## src/common/fpec_pkg.sv

```systemverilog
`default_nettype none

package fpec_pkg;

  // ----------------------------------------------------------------
  // register port map
  // ----------------------------------------------------------------
  localparam int          REG_AW       = 4;
  localparam logic [3:0]  REG_CTRL     = 4'h0;
  localparam logic [3:0]  REG_KEY      = 4'h1;
  localparam logic [3:0]  REG_PAGE     = 4'h2;
  localparam logic [3:0]  REG_OFFSET   = 4'h3;
  localparam logic [3:0]  REG_LATCH_LO = 4'h4;
  localparam logic [3:0]  REG_LATCH_HI = 4'h5;

  localparam logic [15:0] KEY_FIRST    = 16'h0055;
  localparam logic [15:0] KEY_SECOND   = 16'h00AA;
  localparam logic [15:0] CTRL_RESET   = 16'h0000;
  localparam logic [15:0] CTRL_WMASK   = 16'h707F; // software bits
  localparam logic [15:0] ZERO16       = 16'h0000;
  localparam logic [7:0]  PAGE_RESET   = 8'h00;

  // ----------------------------------------------------------------
  // operation codes
  // ----------------------------------------------------------------
  localparam logic [5:0] OPC_ERASE_4ROW = 6'h1A;
  localparam logic [5:0] OPC_ERASE_2ROW = 6'h19;
  localparam logic [5:0] OPC_ERASE_1ROW = 6'h18;
  localparam logic [3:0] OPC_ERASE_CFG  = 4'h5;
  localparam logic [3:0] OPC_ERASE_EE   = 4'h4;
  localparam logic [3:0] OPC_ERASE_GEN  = 4'h3;
  localparam logic [3:0] OPC_ERASE_BOOT = 4'hA;
  localparam logic [3:0] OPC_ERASE_ALL  = 4'h9;
  localparam logic [3:0] OPC_WRITE_ROW  = 4'h1;

  // ----------------------------------------------------------------
  // row geometry and timing
  // ----------------------------------------------------------------
  localparam int          ROW_WORDS  = 32;
  localparam int          LATCH_AW   = 5;
  localparam logic [23:0] ROW_MASK_1 = 24'h00003F;
  localparam logic [23:0] ROW_MASK_2 = 24'h00007F;
  localparam logic [23:0] ROW_MASK_4 = 24'h0000FF;

  localparam int CLK_PERIOD_NS  = 4;
  localparam int ERASE_TIME_NS  = 2000;
  localparam int PROG_TIME_NS   = 2000;
  localparam int ERASE_CYCLES   =
    (ERASE_TIME_NS + CLK_PERIOD_NS - 1) / CLK_PERIOD_NS;
  localparam int PROG_CYCLES    =
    (PROG_TIME_NS + CLK_PERIOD_NS - 1) / CLK_PERIOD_NS;
  localparam int CNT_W          = 16;

  // ----------------------------------------------------------------
  // types
  // ----------------------------------------------------------------
  typedef struct packed {
    logic       wr;
    logic       op_write_allow;
    logic       sequence_error_flag;
    logic       program_only_select;
    logic [4:0] rsvd;
    logic       erase;
    logic [5:0] operation_code;
  } fpec_ctrl_s;

  typedef enum logic [3:0] {
    FOP_NONE       = 4'h0,
    FOP_ERASE_ROW1 = 4'h1,
    FOP_ERASE_ROW2 = 4'h2,
    FOP_ERASE_ROW4 = 4'h3,
    FOP_ERASE_CFG  = 4'h4,
    FOP_ERASE_EE   = 4'h5,
    FOP_ERASE_GEN  = 4'h6,
    FOP_ERASE_BOOT = 4'h7,
    FOP_ERASE_ALL  = 4'h8,
    FOP_WRITE_WORD = 4'h9
  } fpec_fop_e;

  typedef struct packed {
    logic      valid;
    fpec_fop_e op;
    logic [23:0] addr;
    logic [23:0] data;
  } fpec_flash_req_s;

  // opcode plus erase select to flash operation
  function automatic fpec_fop_e fpec_decode(input logic       erase,
                                            input logic [5:0] opc);
    fpec_fop_e r;
    r = FOP_NONE;
    if (!erase) begin
      if (opc[5:2] == OPC_WRITE_ROW) r = FOP_WRITE_WORD;
    end else if (opc == OPC_ERASE_4ROW) begin
      r = FOP_ERASE_ROW4;
    end else if (opc == OPC_ERASE_2ROW) begin
      r = FOP_ERASE_ROW2;
    end else if (opc == OPC_ERASE_1ROW) begin
      r = FOP_ERASE_ROW1;
    end else if (opc[5:2] == OPC_ERASE_CFG) begin
      r = FOP_ERASE_CFG;
    end else if (opc[5:2] == OPC_ERASE_EE) begin
      r = FOP_ERASE_EE;
    end else if (opc[5:2] == OPC_ERASE_GEN) begin
      r = FOP_ERASE_GEN;
    end else if (opc[5:2] == OPC_ERASE_BOOT) begin
      r = FOP_ERASE_BOOT;
    end else if (opc[5:2] == OPC_ERASE_ALL) begin
      r = FOP_ERASE_ALL;
    end
    return r;
  endfunction

  // aligned base of the rows an operation touches
  function automatic logic [23:0] fpec_row_base(input logic [23:0] tp,
                                                input fpec_fop_e   op);
    logic [23:0] m;
    m = ROW_MASK_1;
    if (op == FOP_ERASE_ROW2) m = ROW_MASK_2;
    if (op == FOP_ERASE_ROW4) m = ROW_MASK_4;
    return tp & ~m;
  endfunction

endpackage

`default_nettype wire

```

## src/hw/fpec_latch_mem.sv

```systemverilog
`default_nettype none

// ------------------------------------------------------------------
// holding latches: one row of words, split low word / high byte
// ------------------------------------------------------------------
module fpec_latch_mem
  import fpec_pkg::*;
#(
  parameter int DEPTH = 32,
  parameter int AW    = 5,
  parameter int LO_W  = 16,
  parameter int HI_W  = 8
) (
  input  wire logic                 clk,
  input  wire logic                 rst_n,
  input  wire logic                 wr_lo,
  input  wire logic                 wr_hi,
  input  wire logic [AW-1:0]        waddr,
  input  wire logic [LO_W-1:0]      wdata_lo,
  input  wire logic [HI_W-1:0]      wdata_hi,
  input  wire logic [AW-1:0]        raddr,
  output logic      [HI_W+LO_W-1:0] rdata
);

  logic [LO_W-1:0] mem_lo [DEPTH];
  logic [HI_W-1:0] mem_hi [DEPTH];

  // latch writes, no reset on the array
  always_ff @(posedge clk) begin
    if (wr_lo) mem_lo[waddr] <= wdata_lo;
    if (wr_hi) mem_hi[waddr] <= wdata_hi;
  end

  // registered read port
  always_ff @(posedge clk or negedge rst_n) begin
    if (!rst_n) rdata <= '0;
    else        rdata <= {mem_hi[raddr], mem_lo[raddr]};
  end

endmodule

`default_nettype wire

```

## src/hw/fpec_top.sv

```systemverilog
// The implementer's own choices: the register addresses and the plain strobed port.
`default_nettype none

// Operation
// RULE_01 - software writes 55h then AAh key
// RULE_02 - key register is write only
// RULE_03 - core stalled while operation runs
// RULE_04 - start bit launches, hardware clears when done
// RULE_05 - start bit set only, zero after reset
// RULE_06 - write enable allows or inhibits operations
// RULE_07 - error flag evaluated on every start attempt
// RULE_08 - program-only bit stored, no flash effect
// RULE_09 - bits eleven to seven read zero
// RULE_10 - erase bit picks erase or program variant
// RULE_11 - row erase codes: four, two, one
// RULE_12 - config, eeprom, general block erase codes
// RULE_13 - boot and full erase only serial mode
// RULE_14 - code 0001xx writes one row
// RULE_15 - undefined codes do nothing
// RULE_16 - rows chosen from page plus offset
// RULE_17 - a row is 32 instruction words
// RULE_18 - software row erase sequence
// RULE_19 - software row program sequence
// RULE_20 - software waits after start
// RULE_21 - control write window one cycle after key
// RULE_22 - table writes held in latches until start
// RULE_23 - bad start attempt sets error, no launch
// RULE_24 - wrong key resets unlock detector
module fpec_top
  import fpec_pkg::*;
#(
  parameter int ERASE_CNT = ERASE_CYCLES,
  parameter int PROG_CNT  = PROG_CYCLES,
  parameter int WORDS     = ROW_WORDS
) (
  input  wire logic               clk,
  input  wire logic               rst_n,
  input  wire logic [REG_AW-1:0]  reg_addr,
  input  wire logic [15:0]        reg_wdata,
  input  wire logic               reg_wr,
  input  wire logic               reg_rd,
  output logic      [15:0]        reg_rdata,
  input  wire logic               serial_prog_pin,
  output logic                    core_stall,
  output fpec_flash_req_s         flash_req
);

  // ----------------------------------------------------------------
  // types and state
  // ----------------------------------------------------------------
  typedef enum logic [2:0] {
    KEY_IDLE  = 3'b001,
    KEY_GOT1  = 3'b010,
    KEY_OPEN  = 3'b100
  } fpec_key_e;

  typedef enum logic [2:0] {
    OP_IDLE  = 3'b001,
    OP_ERASE = 3'b010,
    OP_PROG  = 3'b100
  } fpec_op_e;

  fpec_key_e        key_st;
  fpec_key_e        next_key_st;
  fpec_op_e         op_st;
  fpec_op_e         next_op_st;
  fpec_ctrl_s       ctrl;
  fpec_ctrl_s       next_ctrl;
  fpec_ctrl_s       wr_ctrl;
  fpec_fop_e        run_op;
  logic [7:0]       table_page_pointer;
  logic [15:0]      tbl_offset;
  logic [CNT_W-1:0] cnt;
  logic [CNT_W-1:0] next_cnt;
  logic [LATCH_AW-1:0] idx;
  logic [LATCH_AW-1:0] rd_idx;
  logic             idx_run;
  logic             rd_pend;
  logic [23:0]      row_base;
  logic [23:0]      latch_rdata;
  logic             ser_meta;
  logic             self_programming_mode_n;

  // ----------------------------------------------------------------
  // bus decode
  // ----------------------------------------------------------------
  wire busy     = (op_st != OP_IDLE);
  wire wr_ctrl_hit = reg_wr && reg_addr == REG_CTRL && !busy;
  wire wr_key   = reg_wr && reg_addr == REG_KEY;
  wire wr_page  = reg_wr && reg_addr == REG_PAGE && !busy;
  wire wr_off   = reg_wr && reg_addr == REG_OFFSET && !busy;
  wire wr_lat_lo = reg_wr && reg_addr == REG_LATCH_LO && !busy;
  wire wr_lat_hi = reg_wr && reg_addr == REG_LATCH_HI && !busy;
  wire key_is_1 = reg_wdata == KEY_FIRST;
  wire key_is_2 = reg_wdata == KEY_SECOND;

  // ----------------------------------------------------------------
  // serial programming mode pin synchroniser
  // ----------------------------------------------------------------
  always_ff @(posedge clk or negedge rst_n) begin
    if (!rst_n) begin
      ser_meta                <= 1'b0;
      self_programming_mode_n <= 1'b0;
    end else begin
      ser_meta                <= serial_prog_pin;
      self_programming_mode_n <= ser_meta;
    end
  end

  // ----------------------------------------------------------------
  // unlock detector
  // ----------------------------------------------------------------
  always_comb begin
    next_key_st = key_st;
    unique case (key_st)
      KEY_IDLE: begin
        if (wr_key && key_is_1) next_key_st = KEY_GOT1; // RULE_01
      end
      KEY_GOT1: begin
        if (wr_key) begin
          if (key_is_2)      next_key_st = KEY_OPEN; // RULE_01
          else if (key_is_1) next_key_st = KEY_GOT1;
          else               next_key_st = KEY_IDLE; // RULE_24
        end
      end
      KEY_OPEN: begin
        // window lasts exactly one cycle
        if (wr_key && key_is_1) next_key_st = KEY_GOT1; // RULE_21
        else                    next_key_st = KEY_IDLE; // RULE_21
      end
      default: next_key_st = KEY_IDLE;
    endcase
  end

  always_ff @(posedge clk or negedge rst_n) begin
    if (!rst_n) key_st <= KEY_IDLE;
    else        key_st <= next_key_st;
  end

  // ----------------------------------------------------------------
  // start attempt evaluation
  // ----------------------------------------------------------------
  assign wr_ctrl = fpec_ctrl_s'(reg_wdata & CTRL_WMASK); // RULE_09

  wire       window   = key_st == KEY_OPEN; // RULE_21
  wire       try_start = wr_ctrl_hit && reg_wdata[15]; // RULE_07
  fpec_fop_e req_op;
  assign req_op = fpec_decode(wr_ctrl.erase, // RULE_10
                              wr_ctrl.operation_code);
  wire       ser_only = req_op == FOP_ERASE_BOOT ||
                        req_op == FOP_ERASE_ALL;
  wire       mode_bad = ser_only && !self_programming_mode_n; // RULE_13
  wire       seq_bad  = !window || !wr_ctrl.op_write_allow || // RULE_23
                        mode_bad; // RULE_06
  wire       launch   = try_start && !seq_bad &&
                        req_op != FOP_NONE; // RULE_15
  wire       op_done  = busy && cnt == '0 && !idx_run && !rd_pend;

  // ----------------------------------------------------------------
  // control register next value
  // ----------------------------------------------------------------
  always_comb begin
    next_ctrl = ctrl;
    if (wr_ctrl_hit) begin
      next_ctrl.op_write_allow = wr_ctrl.op_write_allow; // RULE_06
      next_ctrl.sequence_error_flag = wr_ctrl.sequence_error_flag;
      next_ctrl.program_only_select = wr_ctrl.program_only_select; // RULE_08
      next_ctrl.erase = wr_ctrl.erase;
      next_ctrl.operation_code = wr_ctrl.operation_code;
    end
    // the hardware verdict wins over the written flag
    if (try_start) next_ctrl.sequence_error_flag = seq_bad; // RULE_07 RULE_23
    if (launch)    next_ctrl.wr   = 1'b1; // RULE_04 RULE_05
    if (op_done)   next_ctrl.wr   = 1'b0; // RULE_04
    next_ctrl.rsvd = '0; // RULE_09
  end

  always_ff @(posedge clk or negedge rst_n) begin
    if (!rst_n) ctrl <= fpec_ctrl_s'(CTRL_RESET); // RULE_05
    else        ctrl <= next_ctrl;
  end

  // ----------------------------------------------------------------
  // table pointer registers
  // ----------------------------------------------------------------
  always_ff @(posedge clk or negedge rst_n) begin
    if (!rst_n) begin
      table_page_pointer <= PAGE_RESET;
      tbl_offset         <= ZERO16;
    end else begin
      if (wr_page) table_page_pointer <= reg_wdata[7:0];
      if (wr_off)  tbl_offset         <= reg_wdata;
    end
  end

  // ----------------------------------------------------------------
  // holding latches
  // ----------------------------------------------------------------
  fpec_latch_mem #(
    .DEPTH (WORDS),
    .AW    (LATCH_AW),
    .LO_W  (16),
    .HI_W  (8)
  ) u_latch (
    .clk      (clk),
    .rst_n    (rst_n),
    .wr_lo    (wr_lat_lo), // RULE_22
    .wr_hi    (wr_lat_hi), // RULE_22
    .waddr    (tbl_offset[LATCH_AW:1]),
    .wdata_lo (reg_wdata),
    .wdata_hi (reg_wdata[7:0]),
    .raddr    (idx),
    .rdata    (latch_rdata)
  );

  // ----------------------------------------------------------------
  // operation sequencer
  // ----------------------------------------------------------------
  wire [23:0] tptr = {table_page_pointer, tbl_offset}; // RULE_16

  always_comb begin
    next_op_st = op_st;
    next_cnt   = cnt;
    unique case (op_st)
      OP_IDLE: begin
        if (launch && req_op == FOP_WRITE_WORD) begin
          next_op_st = OP_PROG;
          next_cnt   = CNT_W'(PROG_CNT - 1);
        end else if (launch) begin
          next_op_st = OP_ERASE;
          next_cnt   = CNT_W'(ERASE_CNT - 1);
        end
      end
      OP_ERASE, OP_PROG: begin
        if (cnt != '0)   next_cnt   = cnt - 1'b1;
        else if (op_done) next_op_st = OP_IDLE; // RULE_03
      end
      default: next_op_st = OP_IDLE;
    endcase
  end

  always_ff @(posedge clk or negedge rst_n) begin
    if (!rst_n) begin
      op_st <= OP_IDLE;
      cnt   <= '0;
    end else begin
      op_st <= next_op_st;
      cnt   <= next_cnt;
    end
  end

  // latched operation and target rows
  always_ff @(posedge clk or negedge rst_n) begin
    if (!rst_n) begin
      run_op   <= FOP_NONE;
      row_base <= '0;
    end else if (launch) begin
      run_op   <= req_op; // RULE_11 RULE_12 RULE_13 RULE_14
      row_base <= fpec_row_base(tptr, req_op); // RULE_16 RULE_17
    end
  end

  // latch streaming index, one word per cycle
  wire last_idx = idx == LATCH_AW'(WORDS - 1);

  always_ff @(posedge clk or negedge rst_n) begin
    if (!rst_n) begin
      idx     <= '0;
      idx_run <= 1'b0;
      rd_pend <= 1'b0;
      rd_idx  <= '0;
    end else begin
      rd_pend <= idx_run;
      rd_idx  <= idx;
      if (launch && req_op == FOP_WRITE_WORD) begin
        idx     <= '0;
        idx_run <= 1'b1; // RULE_22
      end else if (idx_run) begin
        idx     <= idx + 1'b1;
        idx_run <= !last_idx; // RULE_17
      end
    end
  end

  // ----------------------------------------------------------------
  // flash command output
  // ----------------------------------------------------------------
  wire erase_go = op_st == OP_ERASE && cnt == CNT_W'(ERASE_CNT - 1);

  always_ff @(posedge clk or negedge rst_n) begin
    if (!rst_n) begin
      flash_req <= '0;
    end else if (rd_pend) begin
      flash_req.valid <= 1'b1;
      flash_req.op    <= FOP_WRITE_WORD; // RULE_14
      flash_req.addr  <= row_base + {18'h0, rd_idx, 1'b0};
      flash_req.data  <= latch_rdata; // RULE_22
    end else if (erase_go) begin
      flash_req.valid <= 1'b1;
      flash_req.op    <= run_op; // RULE_11 RULE_12
      flash_req.addr  <= row_base;
      flash_req.data  <= '0;
    end else begin
      flash_req <= '0;
    end
  end

  // ----------------------------------------------------------------
  // stall and read data
  // ----------------------------------------------------------------
  assign core_stall = busy; // RULE_03

  logic [15:0] rd_mux;
  always_comb begin
    rd_mux = ZERO16;
    unique case (reg_addr)
      REG_CTRL:   rd_mux = ctrl; // RULE_09
      REG_PAGE:   rd_mux = {8'h00, table_page_pointer};
      REG_OFFSET: rd_mux = tbl_offset;
      default:    rd_mux = ZERO16; // RULE_02
    endcase
  end

  always_ff @(posedge clk or negedge rst_n) begin
    if (!rst_n)      reg_rdata <= ZERO16;
    else if (reg_rd) reg_rdata <= rd_mux;
    else             reg_rdata <= ZERO16;
  end

endmodule

`default_nettype wire

```

## config.mk

```make
export PLATFORM = sky130hd
export DESIGN_NAME = fpec_top
export DESIGN_NICKNAME = d
export VERILOG_FILES = /design/src/common/fpec_pkg.sv /design/src/hw/fpec_latch_mem.sv /design/src/hw/fpec_top.sv
export SDC_FILE = /design/constraint.sdc
export NUM_CORES = 1
export LEC_CHECK = 0
export BUFFER_PORTS_ARGS = -buffer_cell sky130_fd_sc_hd__buf_2
export CAP_MARGIN = 20
export CORE_AREA = 2 2 277 279
export CTS_BUF_LIST = sky130_fd_sc_hd__clkbuf_2
export DETAILED_ROUTE_END_ITERATION = 16
export DIE_AREA = 0 0 279 281
export SYNTH_ARGS = -nofsm -noshare
export SYNTH_HDL_FRONTEND = slang
export SYNTH_SLANG_ARGS = --single-unit
export TNS_END_PERCENT = 1
```

## constraint.sdc

```tcl
create_clock -name clk -period 4.5 [get_ports clk]
set_clock_uncertainty 0.2 [all_clocks]
set_input_delay 0.225 -clock clk [delete_from_list [all_inputs] [get_ports clk]]
set_output_delay 0.225 -clock clk [all_outputs]
set_load 0.02 [all_outputs]
```

### Word level (Yosys, flattened, before mapping)

Memories as Yosys holds them, arrays and structs flattened. A register that Yosys moved wholly into a read port is not among the register bits.
Cells that the tools add are included.
Widths: inputs -> output; s select.

* register bits after elaboration: 168
* RAM bits: 768
* bits of input ports: 25
* output and inout port bits: 70
* logic and storage cells: 157
* memories kept: 2

Memory list
* u_latch.mem_lo: depth 32, width 16, read ports 1, clocked after Yosys merged registers in 1, wr ports 1, line fpec_latch_mem.sv:25 `logic [LO_W-1:0] mem_lo [DEPTH];`
* u_latch.mem_hi: depth 32, width 8, read ports 1, clocked after Yosys merged registers in 1, wr ports 1, line fpec_latch_mem.sv:26 `logic [HI_W-1:0] mem_hi [DEPTH];`

* add/sub/neg operators: 3
* equal/unequal tests: 36
* muxes and demuxes: 44
* bitwise operators: 2
* reductions and logical operators: 46

Operators by type and width (number)
* $mux 53: 2
* $mux 16: 4
* $mux 24: 2
* $pmux 16 s3: 1
* $mux 4: 10
* $pmux 16 s2: 1
* $add 24x6->24: 1
* $and 24x24->24: 1
* $not 24->24: 1
* $logic_and 1x1->1: 21
* $mux 3: 7
* $eq 4x2->1 const B: 5
* $eq 4x3->1 const B: 5
* $eq 6x5->1 const B: 3
* $eq 16x7->1 const B: 1
* $eq 16x8->1 const B: 1
* $eq 16x9->1 const B: 1
* $eq 4x4->1 const B: 4
* $logic_not 16->1: 1
* $reduce_bool 16->1: 1
* $sub 16x1->16 const B: 1
* $logic_not 1->1: 10
* $mux 5: 2
* $ne 2x2->1 const B: 5
* 20 further kinds: 40

### Logic depth before layout (Yosys ltp)

Gate-level depths: netlist of run 1.

* depth after elaboration: 20
* gate-level depth with buffers: 7
* depth with buffers taken out: 6

### By module

Synthesis of run 1 repeated with hierarchy kept, for this count alone.

* cells, all modules: 2284
* area, all modules: 37332.1 um^2

By module, submodules not included
* fpec_latch_mem: instances 1, cells an instance 1755, area each 30757.0 um^2, sequential area each 23662.7 um^2
* fpec_top: instances 1, cells an instance 529, area each 6575.1 um^2, sequential area each 4031.4 um^2

### Worst setup path after synthesis of run 1

No wires, ideal clock.

* path kind: register -> register
* start: register op_st[0]
* end: memory u_latch.mem_lo[22][0] (enable)
* library setup time: 0.389 ns
* arrival: 2.145 ns
* data required time: 3.911 ns
* slack: 1.766 ns
* cell stages (with the launch flop): 6
* path buffers: 0
* period minus slack after synthesis: 2.734 ns
* cells stage by stage: dfstp_2 -> nand4bb_1 -> nor4b_1 -> nor2b_1 -> nand2_1 -> nor2_1

* cells in the longest elaborated chain, start to end: 5

RTL lines
* from (decl): line fpec_top.sv:65 `fpec_op_e op_st;`
* from (signal assigned): line fpec_top.sv:247 `op_st <= next_op_st;`
* $ne 3x1->1: line fpec_top.sv:87 `wire busy = (op_st != OP_IDLE);`
* $logic_not 1->1: line fpec_top.sv:92 `wire wr_lat_lo = reg_wr && reg_addr == REG_LATCH_LO && !busy;`
* $logic_and 1x1->1: line fpec_top.sv:92
* $mux 1: line fpec_latch_mem.sv:30 `if (wr_lo) mem_lo[waddr] <= wdata_lo;`
* $mux 1 (not written as such): line fpec_latch_mem.sv:30
* to (decl): line fpec_latch_mem.sv:25

Every way passes these cells.

### Worst setup path after layout of run 1

* start: input port reg_wdata[6]
* end: register run_op[2]

* cells in the longest elaborated chain, start to end: 8
* elaborated cells between the ends (all ways): 10
* those cells by class: eq/ne (2); mux (1); reduce/logical (7)

RTL lines
* from (decl): line fpec_top.sv:39 `input wire logic [15:0] reg_wdata,`
* $mux 4 (*): line fpec_pkg.sv:92 `if (!erase) begin`
* $eq 4x3->1 / $eq 4x4->1 (equally long branches): line fpec_top.sv:150, fpec_top.sv:151
* $logic_or 1x1->1: line fpec_top.sv:150 `wire ser_only = req_op == FOP_ERASE_BOOT ||`
* $logic_and 1x1->1: line fpec_top.sv:152 `wire mode_bad = ser_only && !self_programming_mode_n;`
* $logic_or 1x1->1: line fpec_top.sv:153 `wire seq_bad = !window || !wr_ctrl.op_write_allow ||`
* $logic_not 1->1: line fpec_top.sv:155 `wire launch = try_start && !seq_bad &&`
* $logic_and 1x1->1 (2 in series): line fpec_top.sv:155
* to (signal assigned): line fpec_top.sv:258 `run_op <= req_op;`
* to (decl): line fpec_top.sv:70 `fpec_fop_e run_op;`

Every way passes the cells marked *; elsewhere a longest branch is shown, timed or not.
A chain may end at the register's enable or synchronous reset.

==> results of run 1 <==
-- final cells by class --
type	instances	area, µm²	share of cell area, %
multi-input cells	677	8510	20.4
inverters	6	22.5	0.0541
repair buffers	248	2020	4.85
diodes	9	22.5	0.0541
well taps	978	1220	2.94
clock buffers	354	1770	4.25
flip-flops and latches	953	27700	66.5
clock inverters	61	377	0.904
-- synth_stat cells, drive strengths merged (8+ instances only) --
cell type  count  share of area (%)
edfxtp       768                 63
mux4         240                 15
dfrtp        183                 13
nor2         106                1.1
mux2          85                2.6
clkbuf        47               0.48
buf           43               0.65
and2          38               0.65
nor2b         24               0.41
nand2         23               0.24
xor2          15               0.36
nand3         13               0.18
a22oi         11               0.23
nor3          10               0.14
nand2b         8               0.14
nand4          8               0.14
-- layer usage --
layer / routed length [µm] / GRT usage (%) / up-vias
met5: 0 / 0 / -
met4: 1290 / 6.33 / 0
li1: - / - / 7918
met3: 5140 / 4.58 / 122
met1: 37000 / 32.0 / 9833
met2: 41900 / 35.7 / 650
-- kinds of logic (layout without fill, tap and decap cells) --
| kind of cell | Yosys count | after routing |
|---|---|---|
| buffers and inverters | 96 | 669 |
| adders and majority gates | 5 | 5 |
| DFF | 953 | 953 |
| muxes | 328 | 328 |
| other | 1 | 10 |
| AOI/OAI and AO/OA | 47 | 47 |
| and+or+nand+nor | 275 | 275 |
| xor gates and xnor gates | 21 | 21 |
-- power by group --
part           internal [mW]  switching (mW)  leakage, nW
clock network           2.33            3.38         1.66
registers               9.52        0.000776         9.29
logic                 0.0790           0.228         4.24
total                   11.9            3.61         15.2
-- how the worst max path moves through the flow --
stage                                 endpoint  slack (ps)  cells past startpoint
2_1_floorplan  u_latch.mem_lo[22][0]$_DFFE_PP_        1770                      5
4_1_cts        u_latch.mem_hi[26][2]$_DFFE_PP_         640                      5
3_5_place_dp   u_latch.mem_hi[10][2]$_DFFE_PP_         730                      5
3_3_place_gp   u_latch.mem_hi[10][4]$_DFFE_PP_         870                      5
6_report                 run_op[2]$_DFFE_PN0P_         500                     12
5_1_grt        u_latch.mem_hi[26][2]$_DFFE_PP_         500                      5
-- worst reg2reg max path, stage by stage (launching register included) --
cell and delay, ps:
sky130_fd_sc_hd__dfstp_2 610, sky130_fd_sc_hd__nand4bb_1 190, sky130_fd_sc_hd__nor4b_1 730, sky130_fd_sc_hd__nor2b_1 400, sky130_fd_sc_hd__nand3_1 590, sky130_fd_sc_hd__nor2_1 780
-- flip-flops by register name, summed over array words and instances, names as in the netlist --
register and flops:
cnt 16, ctrl 11, flash_req 52, idx 5
idx_run 1, key_st 3, op_st 3, rd_idx 5
rd_pend 1, reg_rdata 16, row_base 18, run_op 4
self_programming_mode_n 1, ser_meta 1, table_page_pointer 8, tbl_offset 16
u_latch.mem_hi 256, u_latch.mem_lo 512, u_latch.rdata 24
-- layout by cell type (no fill, tap or decap), drive strengths merged, types with 3 or more instances in the layout --
cell type and count:
diode 9, inv 10, nor2 106, clkbuf 355, a21o 4, o31a 3, buf 172, nand4 8
nand2b 8, mux4 240, xor2 15, ha 5, mux2 85, nand4b 3, nor3 10, nor4 7
or3b 3, nand3 13, edfxtp 768, bufinv 4, and2 38, and3 5, o211ai 4, nor3b 6
a22oi 11, nor4b 3, mux2i 3, a21oi 6, or3 3, nor2b 24, xnor2 6, clkinv 52
dfrtp 183, dlygate4sd3 75, nand3b 6, nand2 23, o21ai 4
-- metrics by stage --
step | utilization (%) | setup WS, ps
after global placement | 51.1 | 868
after floorplan | - | 1770
after global routing | 55.2 | 496
final | 55.2 | 498
after CTS | 55.2 | 644
after detailed placement | 51.1 | 729
-- repair_timing --
action,4_1_cts,5_1_grt
buffers inserted,0,0
setup endpoints to repair,0,0
hold endpoints to repair,1823,0
hold buffers,83,0
==> impl_summary.md, run 1 <==
Clocking
The number of buffers between clock root and the deepest sink is 3. The H-tree level count is 4. Gates resized during post-CTS repair numbered 0.

The clock reaches the later pin of the worst-skew pair after 1460 ps. Clock tree synthesis found a total of 953 sinks. The clock buffer count from CTS is 228.

The CTS root buffer is sky130_fd_sc_hd__clkbuf_2. After clock tree synthesis, the clock-pin slew on the worst setup and hold paths is 100 ps. The TritonCTS clock tree is built.

Timing
At the pin with the least slew margin, the transition time is around 930 ps. The tightest hold path in the finished design has a slack of 173 ps. The count of final max-slew check failures came to 0.

Setup repair after global routing left no endpoint under its margin. The count of endpoints failing hold in the final timing report is 0. The top achievable clock speed is 250 MHz. The period utilization is 88.9%. The setup violation total in the final timing report is 0. Adding up every negative setup slack in the final design gives 0 ps. The final critical path time including I/O delays and setup is 4000 ps. Headroom to the max-slew limit came out at 36.9%.

Cells and area
The post-layout instance count excluding filler cells is roughly 3300. The area of all placed cells without fillers is 41600 µm². The final layout contains 2144 nets.

The share of cells above drive strength 1 is 39.2%. Compared with the post-synthesis result, the final layout area differs by 13.9%. The number of filler instances in the final layout is 5893.

Setup path
The critical path goes through dlygate4sd3_1, dlygate4sd3_1, buf_2, dlygate4sd3_1, nand2b_1, nor3_1, nor2_1, dlygate4sd3_1, nand3_1, dlygate4sd3_1, o2bb2ai_1, dlygate4sd3_1. STA classifies the critical path startpoint as an input port. The library cell contributing the largest single delay on the critical path is sky130_fd_sc_hd__dlygate4sd3_1. STA puts the critical path data required time at 5640 ps.

The worst setup path is captured at a flop. Measured in cells, the most critical reg-to-reg path has a length of 5. Together, buffers and inverters on the worst path number 7. The data arrival at the endpoint of the critical path is about 5100 ps.

The largest fanout of any net on the critical path is 13. The largest single stage delay on the critical path is 1170 ps. Counting stages on the worst path, the most repeated cell is sky130_fd_sc_hd__dlygate4sd3_1. The worst register-to-register path ends at u_latch.mem_hi[26][1]$_DFFE_PP_. In this design, the largest share of critical-path delay is due to buffers and inverters.

The startpoint of the worst register-to-register path is op_st[0]$_DFFE_PN1P_. In this run the worst setup path begins at reg_wdata[6]. The path type of the worst setup path is input port to flop.

The minimum setup slack among reg-to-reg paths is 600 ps.

Yosys
The post-synthesis instance area is around 37000 µm². The async set or reset register ratio after synthesis is 19.4%. The synthesized-area fraction occupied by xor and xnor cells is 0.503%. After Yosys synthesis, and, or, nand and nor cells account for between 3 and 4% of the synthesized area. Yosys printed 0 warnings.

The number of enable flip-flop cells after synthesis is 768. The number of register bits inferred by synthesis is roughly 950. The cell count after synthesis came out at 1726.

After synthesis, the share of cell area in mux cells is 17.5%. The dominant combinational cell family by area after synthesis is multiplexers. In the synthesized netlist the dominant register cell turns out to be sky130_fd_sc_hd__edfxtp_1. In this run the mean area of a mapped cell was 21.2 µm².

The synthesized netlist devotes 0.941% of its cell area to compound gates. The synthesized-area fraction occupied by adder cells is 0.171%. Counting every net in the synthesized netlist gives 1756. The share of synthesized area occupied by flip-flops and latches is about three quarters.

Yosys mapped the design onto 58 distinct sky130hd cell types.

Hold path
The worst hold path passes through 0 cells. The beginning of the worst hold path is ser_meta$_DFF_PN0_. The worst min-delay path category is flop to flop. The worst hold path terminates at self_programming_mode_n$_DFF_PN0_.

Place
After detailed placement, the design holds a cell count of 2779. The detailed placement HPWL is about 49000 µm. The congestion estimate from routability-driven global placement came to 0.773. Input and output buffers added on the ports amount to 93. The post-placement cell area is 38600 µm².

Floorplanning
From bottom edge to top edge, the die measures approximately 280 µm. The floorplan core area is 75400 µm². The floorplan step defined a die boundary enclosing 78400 µm². The placement row count is 101. The die is 279 µm wide. Once the floorplan was initialized, standard cells occupied 48.5% of the core.

In this run the count of I/O pins placed on the die edge is 95.

Power
The worst supply voltage drop on vdd is 0.000192 V. The leakage power total is around 15 nW. The power per cell area is roughly 370 nW/µm².

The overall power after layout is approximately 16 mW.

Routing
The initial detailed-routing violation count is 1858. The via count is 18500. After detailed routing, the number of vias per cell comes to 5.64. Wires add up to 85400 µm. The DRC violation count after routing is 0. In the final routed layout, each cell accounts on average for 26.0 µm.

The first detailed-routing pass ran for 5 iterations. The remaining number of nets flagged by the antenna check after routing is 0.

Global route
The largest net degree at the start of global routing is 131. The overall global routing resource usage is 22.5%. The via count of the first global-routing pass is 19500.

The wire length of the first global-routing pass is 127000 µm. The number of antenna violations at the first check in global routing came to 6. The overflow left after global routing is 0.

Flow run
Across the run, the number of max-cap violations was 0.

Run status
The run finished with clean final reports.
Power figures use the tool's default switching activity.
==> run 2, diff against run 1 <==
--- a/config.mk
+++ b/config.mk
@@ -7,11 +7,12 @@
 export LEC_CHECK = 0
 export BUFFER_PORTS_ARGS = -buffer_cell sky130_fd_sc_hd__buf_2
 export CAP_MARGIN = 20
-export CORE_AREA = 2 2 277 279
+export CORE_AREA = 2 2 309 311
 export CTS_BUF_LIST = sky130_fd_sc_hd__clkbuf_2
 export DETAILED_ROUTE_END_ITERATION = 16
-export DIE_AREA = 0 0 279 281
+export DIE_AREA = 0 0 311 313
 export SYNTH_ARGS = -nofsm -noshare
 export SYNTH_HDL_FRONTEND = slang
+export SYNTH_HIERARCHICAL = 1
 export SYNTH_SLANG_ARGS = --single-unit
 export TNS_END_PERCENT = 1
==> run 2 against run 1 <==
  * Hold slack worse by 15 ps
  * Final area is 1.9% higher
  * Worst setup slack worse by 230 ps
  * Clock power grew 1%
==> impl_summary.md, run 2 <==
Routing
The count of TritonRoute iterations in the first routing pass is 5. The first routing iteration left 1787 violations. Detailed routing inserted a total of around 21000 vias.

The routed length per placed instance is 23.0 µm. In this run the remaining antenna-violating nets after routing total 0. The total wire length is 94400 µm.

The DRC violation count after routing is 0. In the routed layout, each cell is associated on average with a via count of around 5.2.

Clocking
The clock passes through at most 3 buffers. The clock latency on the worst-skew pair is 1560 ps. Buffers inserted during clock tree synthesis total around 230.

TritonCTS built the clock tree. The number of buffers inserted to repair setup after CTS is 0. Clock-pin slew was measured on the worst setup and hold paths at 110 ps. The H-tree level count is 4. The CTS root buffer is sky130_fd_sc_hd__clkbuf_2.

The number of sinks on the clock net is 953.

Setup path
The largest fanout of any net on the critical path is 30. STA classifies the critical path endpoint as a flop. Tracing the worst setup path back leads to its startpoint at reg_wdata[6]. The longest individual stage delay on the worst path is 1270 ps. STA puts the critical path data arrival time at 5440 ps. The path type of the worst setup path is input port to flop. The most numerous cell type found on the critical path is sky130_fd_sc_hd__dlygate4sd3_1. The worst setup path is launched from an input port. The startpoint of the worst register-to-register path is op_st[0]$_DFFE_PN1P_. The critical path required time is 5710 ps. The critical path goes through dlygate4sd3_1, dlygate4sd3_1, buf_2, dlygate4sd3_1, o2111ai_1, dlygate4sd3_1, o21ai_2, and2_2, mux2i_1, dlygate4sd3_1.

Among all stages on the critical path, the largest delay is contributed by sky130_fd_sc_hd__dlygate4sd3_1.

Yosys
The dominant register cell in the synthesized netlist is sky130_fd_sc_hd__edfxtp_1. The number of nets in the synthesized netlist is 2314. In this run the cell area of the synthesized design comes to approximately 37000 µm². The instance count of the mapped netlist is 2284. In the post-synthesis netlist, the biggest area contributors are sky130_fd_sc_hd__edfxtp_1 62%, sky130_fd_sc_hd__dfrtp_1 12%, sky130_fd_sc_hd__mux2i_1 10%. The number of enable flip-flop cells after synthesis is 768.

Among all cell types in the netlist, the one instantiated most often is sky130_fd_sc_hd__edfxtp_1. The area share of the largest cell type after synthesis is about 62%. The biggest area contributor in the post-synthesis netlist is sky130_fd_sc_hd__edfxtp_1. The number of different library cells used by synthesis comes to 68. The post-synthesis average cell area is roughly 16 µm². Counting flops and latches in the post-synthesis netlist gives ~950. In the synthesized netlist, the cells that appear most often are 768 x sky130_fd_sc_hd__edfxtp_1, 391 x sky130_fd_sc_hd__mux2i_1, 183 x sky130_fd_sc_hd__dfrtp_1. The number of warnings reported in the yosys synthesis log is 6. After synthesis, flip-flops and latches occupy around 74% of the total area. The async set or reset register ratio after synthesis is approximately a fifth.

Cells and area
Summing all flip-flop and latch instances after layout gives roughly 28000 µm². For this run, the number of standard cells in the final layout without fillers is 4109. For this run, the post-layout net count is around 2700.

The commonest non-fill, non-tap cell in the layout is sky130_fd_sc_hd__edfxtp_1. The finished cells cover 42400 µm². The share of cells above drive strength 1 is 21.7%. The register with the most flip-flops in the layout has approximately 510 of them. In the final layout, the registers with the most flip-flops are u_latch/mem_lo: 512 flops, u_latch/mem_hi: 256 flops, flash_req: 52 flops. Counting the fill cells in the layout gives 8403.

Summing all multi-input logic gate instances after layout gives 8850 µm². The signed area change from the synthesized netlist to the final layout is 13.7%. u_latch/mem_lo holds more flip-flops than any other register. The share of the core filled with cells is 45.1%. In the layout the commonest cells are 768 x sky130_fd_sc_hd__edfxtp_1, 391 x sky130_fd_sc_hd__mux2i_1, 348 x sky130_fd_sc_hd__clkbuf_2.

Timing
The actual slew at the worst max-slew pin is 1090 ps. Summed over all failing endpoints, the final setup total negative slack is 0 ps. Across all hold checks on the routed design, the worst slack comes to between 150 and 200 ps. The top achievable clock speed is 237 MHz. The worst path uses 94.0% of the clock period. The final critical path time including I/O delays and setup is 4230 ps. The count of endpoints failing hold in the final timing report is 0. The setup violation total in the final timing report is 0. The count of final max-slew check failures is 0. Once routing completed, OpenROAD measured the worst setup slack at 272 ps.

The tightest slew margin relative to the limit is a little over a quarter. Setup repair after global routing left no endpoint under its margin.

Place
Prior to clock tree synthesis, the placed netlist has a worst setup slack of 1290 ps. Routability-driven placement finished with a final weighted congestion of 0.845. In this run the tool buffered the top-level ports with 93 buffer cells. Summing all placed instances gives a cell area of 39400 µm².

The total instance count after detailed placement is about 3600. Detailed placement finished with a half-perimeter wire length of between 50000 and 60000 µm.

Floorplanning
In this run the count of I/O pins placed on the die edge is 95. The initialized floorplan defines 113 standard-cell rows. Measured along the y axis, the die boundary spans 313 µm.

The horizontal die dimension is 311 µm. The starting utilization of the core area is 39.6%. In this run the standard cell core region covers roughly 94000 µm². The floorplan step defined a die boundary enclosing between 90000 and 100000 µm².

Global route
For this run, the total global-route usage over all layers was measured as 19.3%. Entering global routing, the biggest net connects 122 pins. The number of antenna violations at the first check in global routing was 5. For this run the aggregate overflow at the end of global routing stands at 0.

The wire length of the first global-routing pass is 139000 µm. The via count of the first global-routing pass is 22100.

Power
The power per cell area is 377 nW/µm². The leakage power total is 17.8 nW. IR analysis of the VDD net gives a maximum drop of roughly 0.00030 V.

The overall power after layout is 16.0 mW.

Flow run
The tool flagged a number of max-cap violations equal to 0.

Hold path
The min-delay analysis places its worst path in the category flop to flop. The startpoint identified for the worst hold timing path is ser_meta$_DFF_PN0_.

Run status
The run finished with clean final reports.
==> run 2: critical path, delay by kind of cell <==
kind | cells | cell delay [ps]
and+or+nand+nor | 1 | 640
buffers and inverters | 6 | 3940
muxes | 1 | 250
AOI/OAI and AO/OA | 2 | 370
==> run 2: kinds of logic after synthesis <==
group,after synthesis,synth area share [%]
AOI/OAI and AO/OA,269,4.92
xor gates and xnor gates,15,0.352
adders and majority gates,5,0.168
buffers and inverters,142,2.19
DFF,953,74.2
muxes,444,12.1
other,1,0.0100
and+or+nand+nor,455,6.09
==> run 2: worst paths after layout <==
path                                                endpoint  slack (ps)  depth (start not counted)
setup / recovery                     row_base[6]$_DFFE_PN0P_         270                         10
hold / removal             self_programming_mode_n$_DFF_PN0_         160                          0
setup reg to reg             u_latch/mem_hi[15][4]$_DFFE_PP_        1200                          5
hold reg to reg            self_programming_mode_n$_DFF_PN0_         160                          0
max in group asynchronous             flash_req[5]$_DFF_PN0_        2750                          6
min in group asynchronous                cnt[11]$_DFFE_PN0P_         250                          5
==> run 2: per-layer routing <==
| metal | wire (µm) | up-vias | track usage [%] |
|---|---|---|---|
| li1 | - | 9616 | - |
| met1 | 39400 | 10800 | 24.9 |
| met2 | 47100 | 747 | 32.5 |
| met3 | 5430 | 155 | 3.84 |
| met4 | 2450 | 0 | 6.93 |
| met5 | 0 | - | 0 |
==> run 2: power breakdown <==
part	switching [mW]	internal, mW	leakage [nW]	total (mW)
Clock	3.43	2.34	1.67	5.77
Combinational	0.354	0.173	6.94	0.527
Sequential	0.0971	9.61	9.20	9.71
Total	3.88	12.1	17.8	16.0
==> run 2: cell type report <==
class,count,share of cell area (%)
Sequential cell,953,65.3
Multi-Input combinational cell,1189,20.9
Timing Repair Buffer,250,4.74
Clock buffer,348,4.10
Tap cell,1265,3.73
Clock inverter,80,1.13
Inverter,15,0.133
Antenna cell,9,0.0531
==> run 2: repair_timing <==
item	in CTS	in global routing
hold buffers	74	0
gates resized for setup	0	0
hold endpoints to repair	1823	0
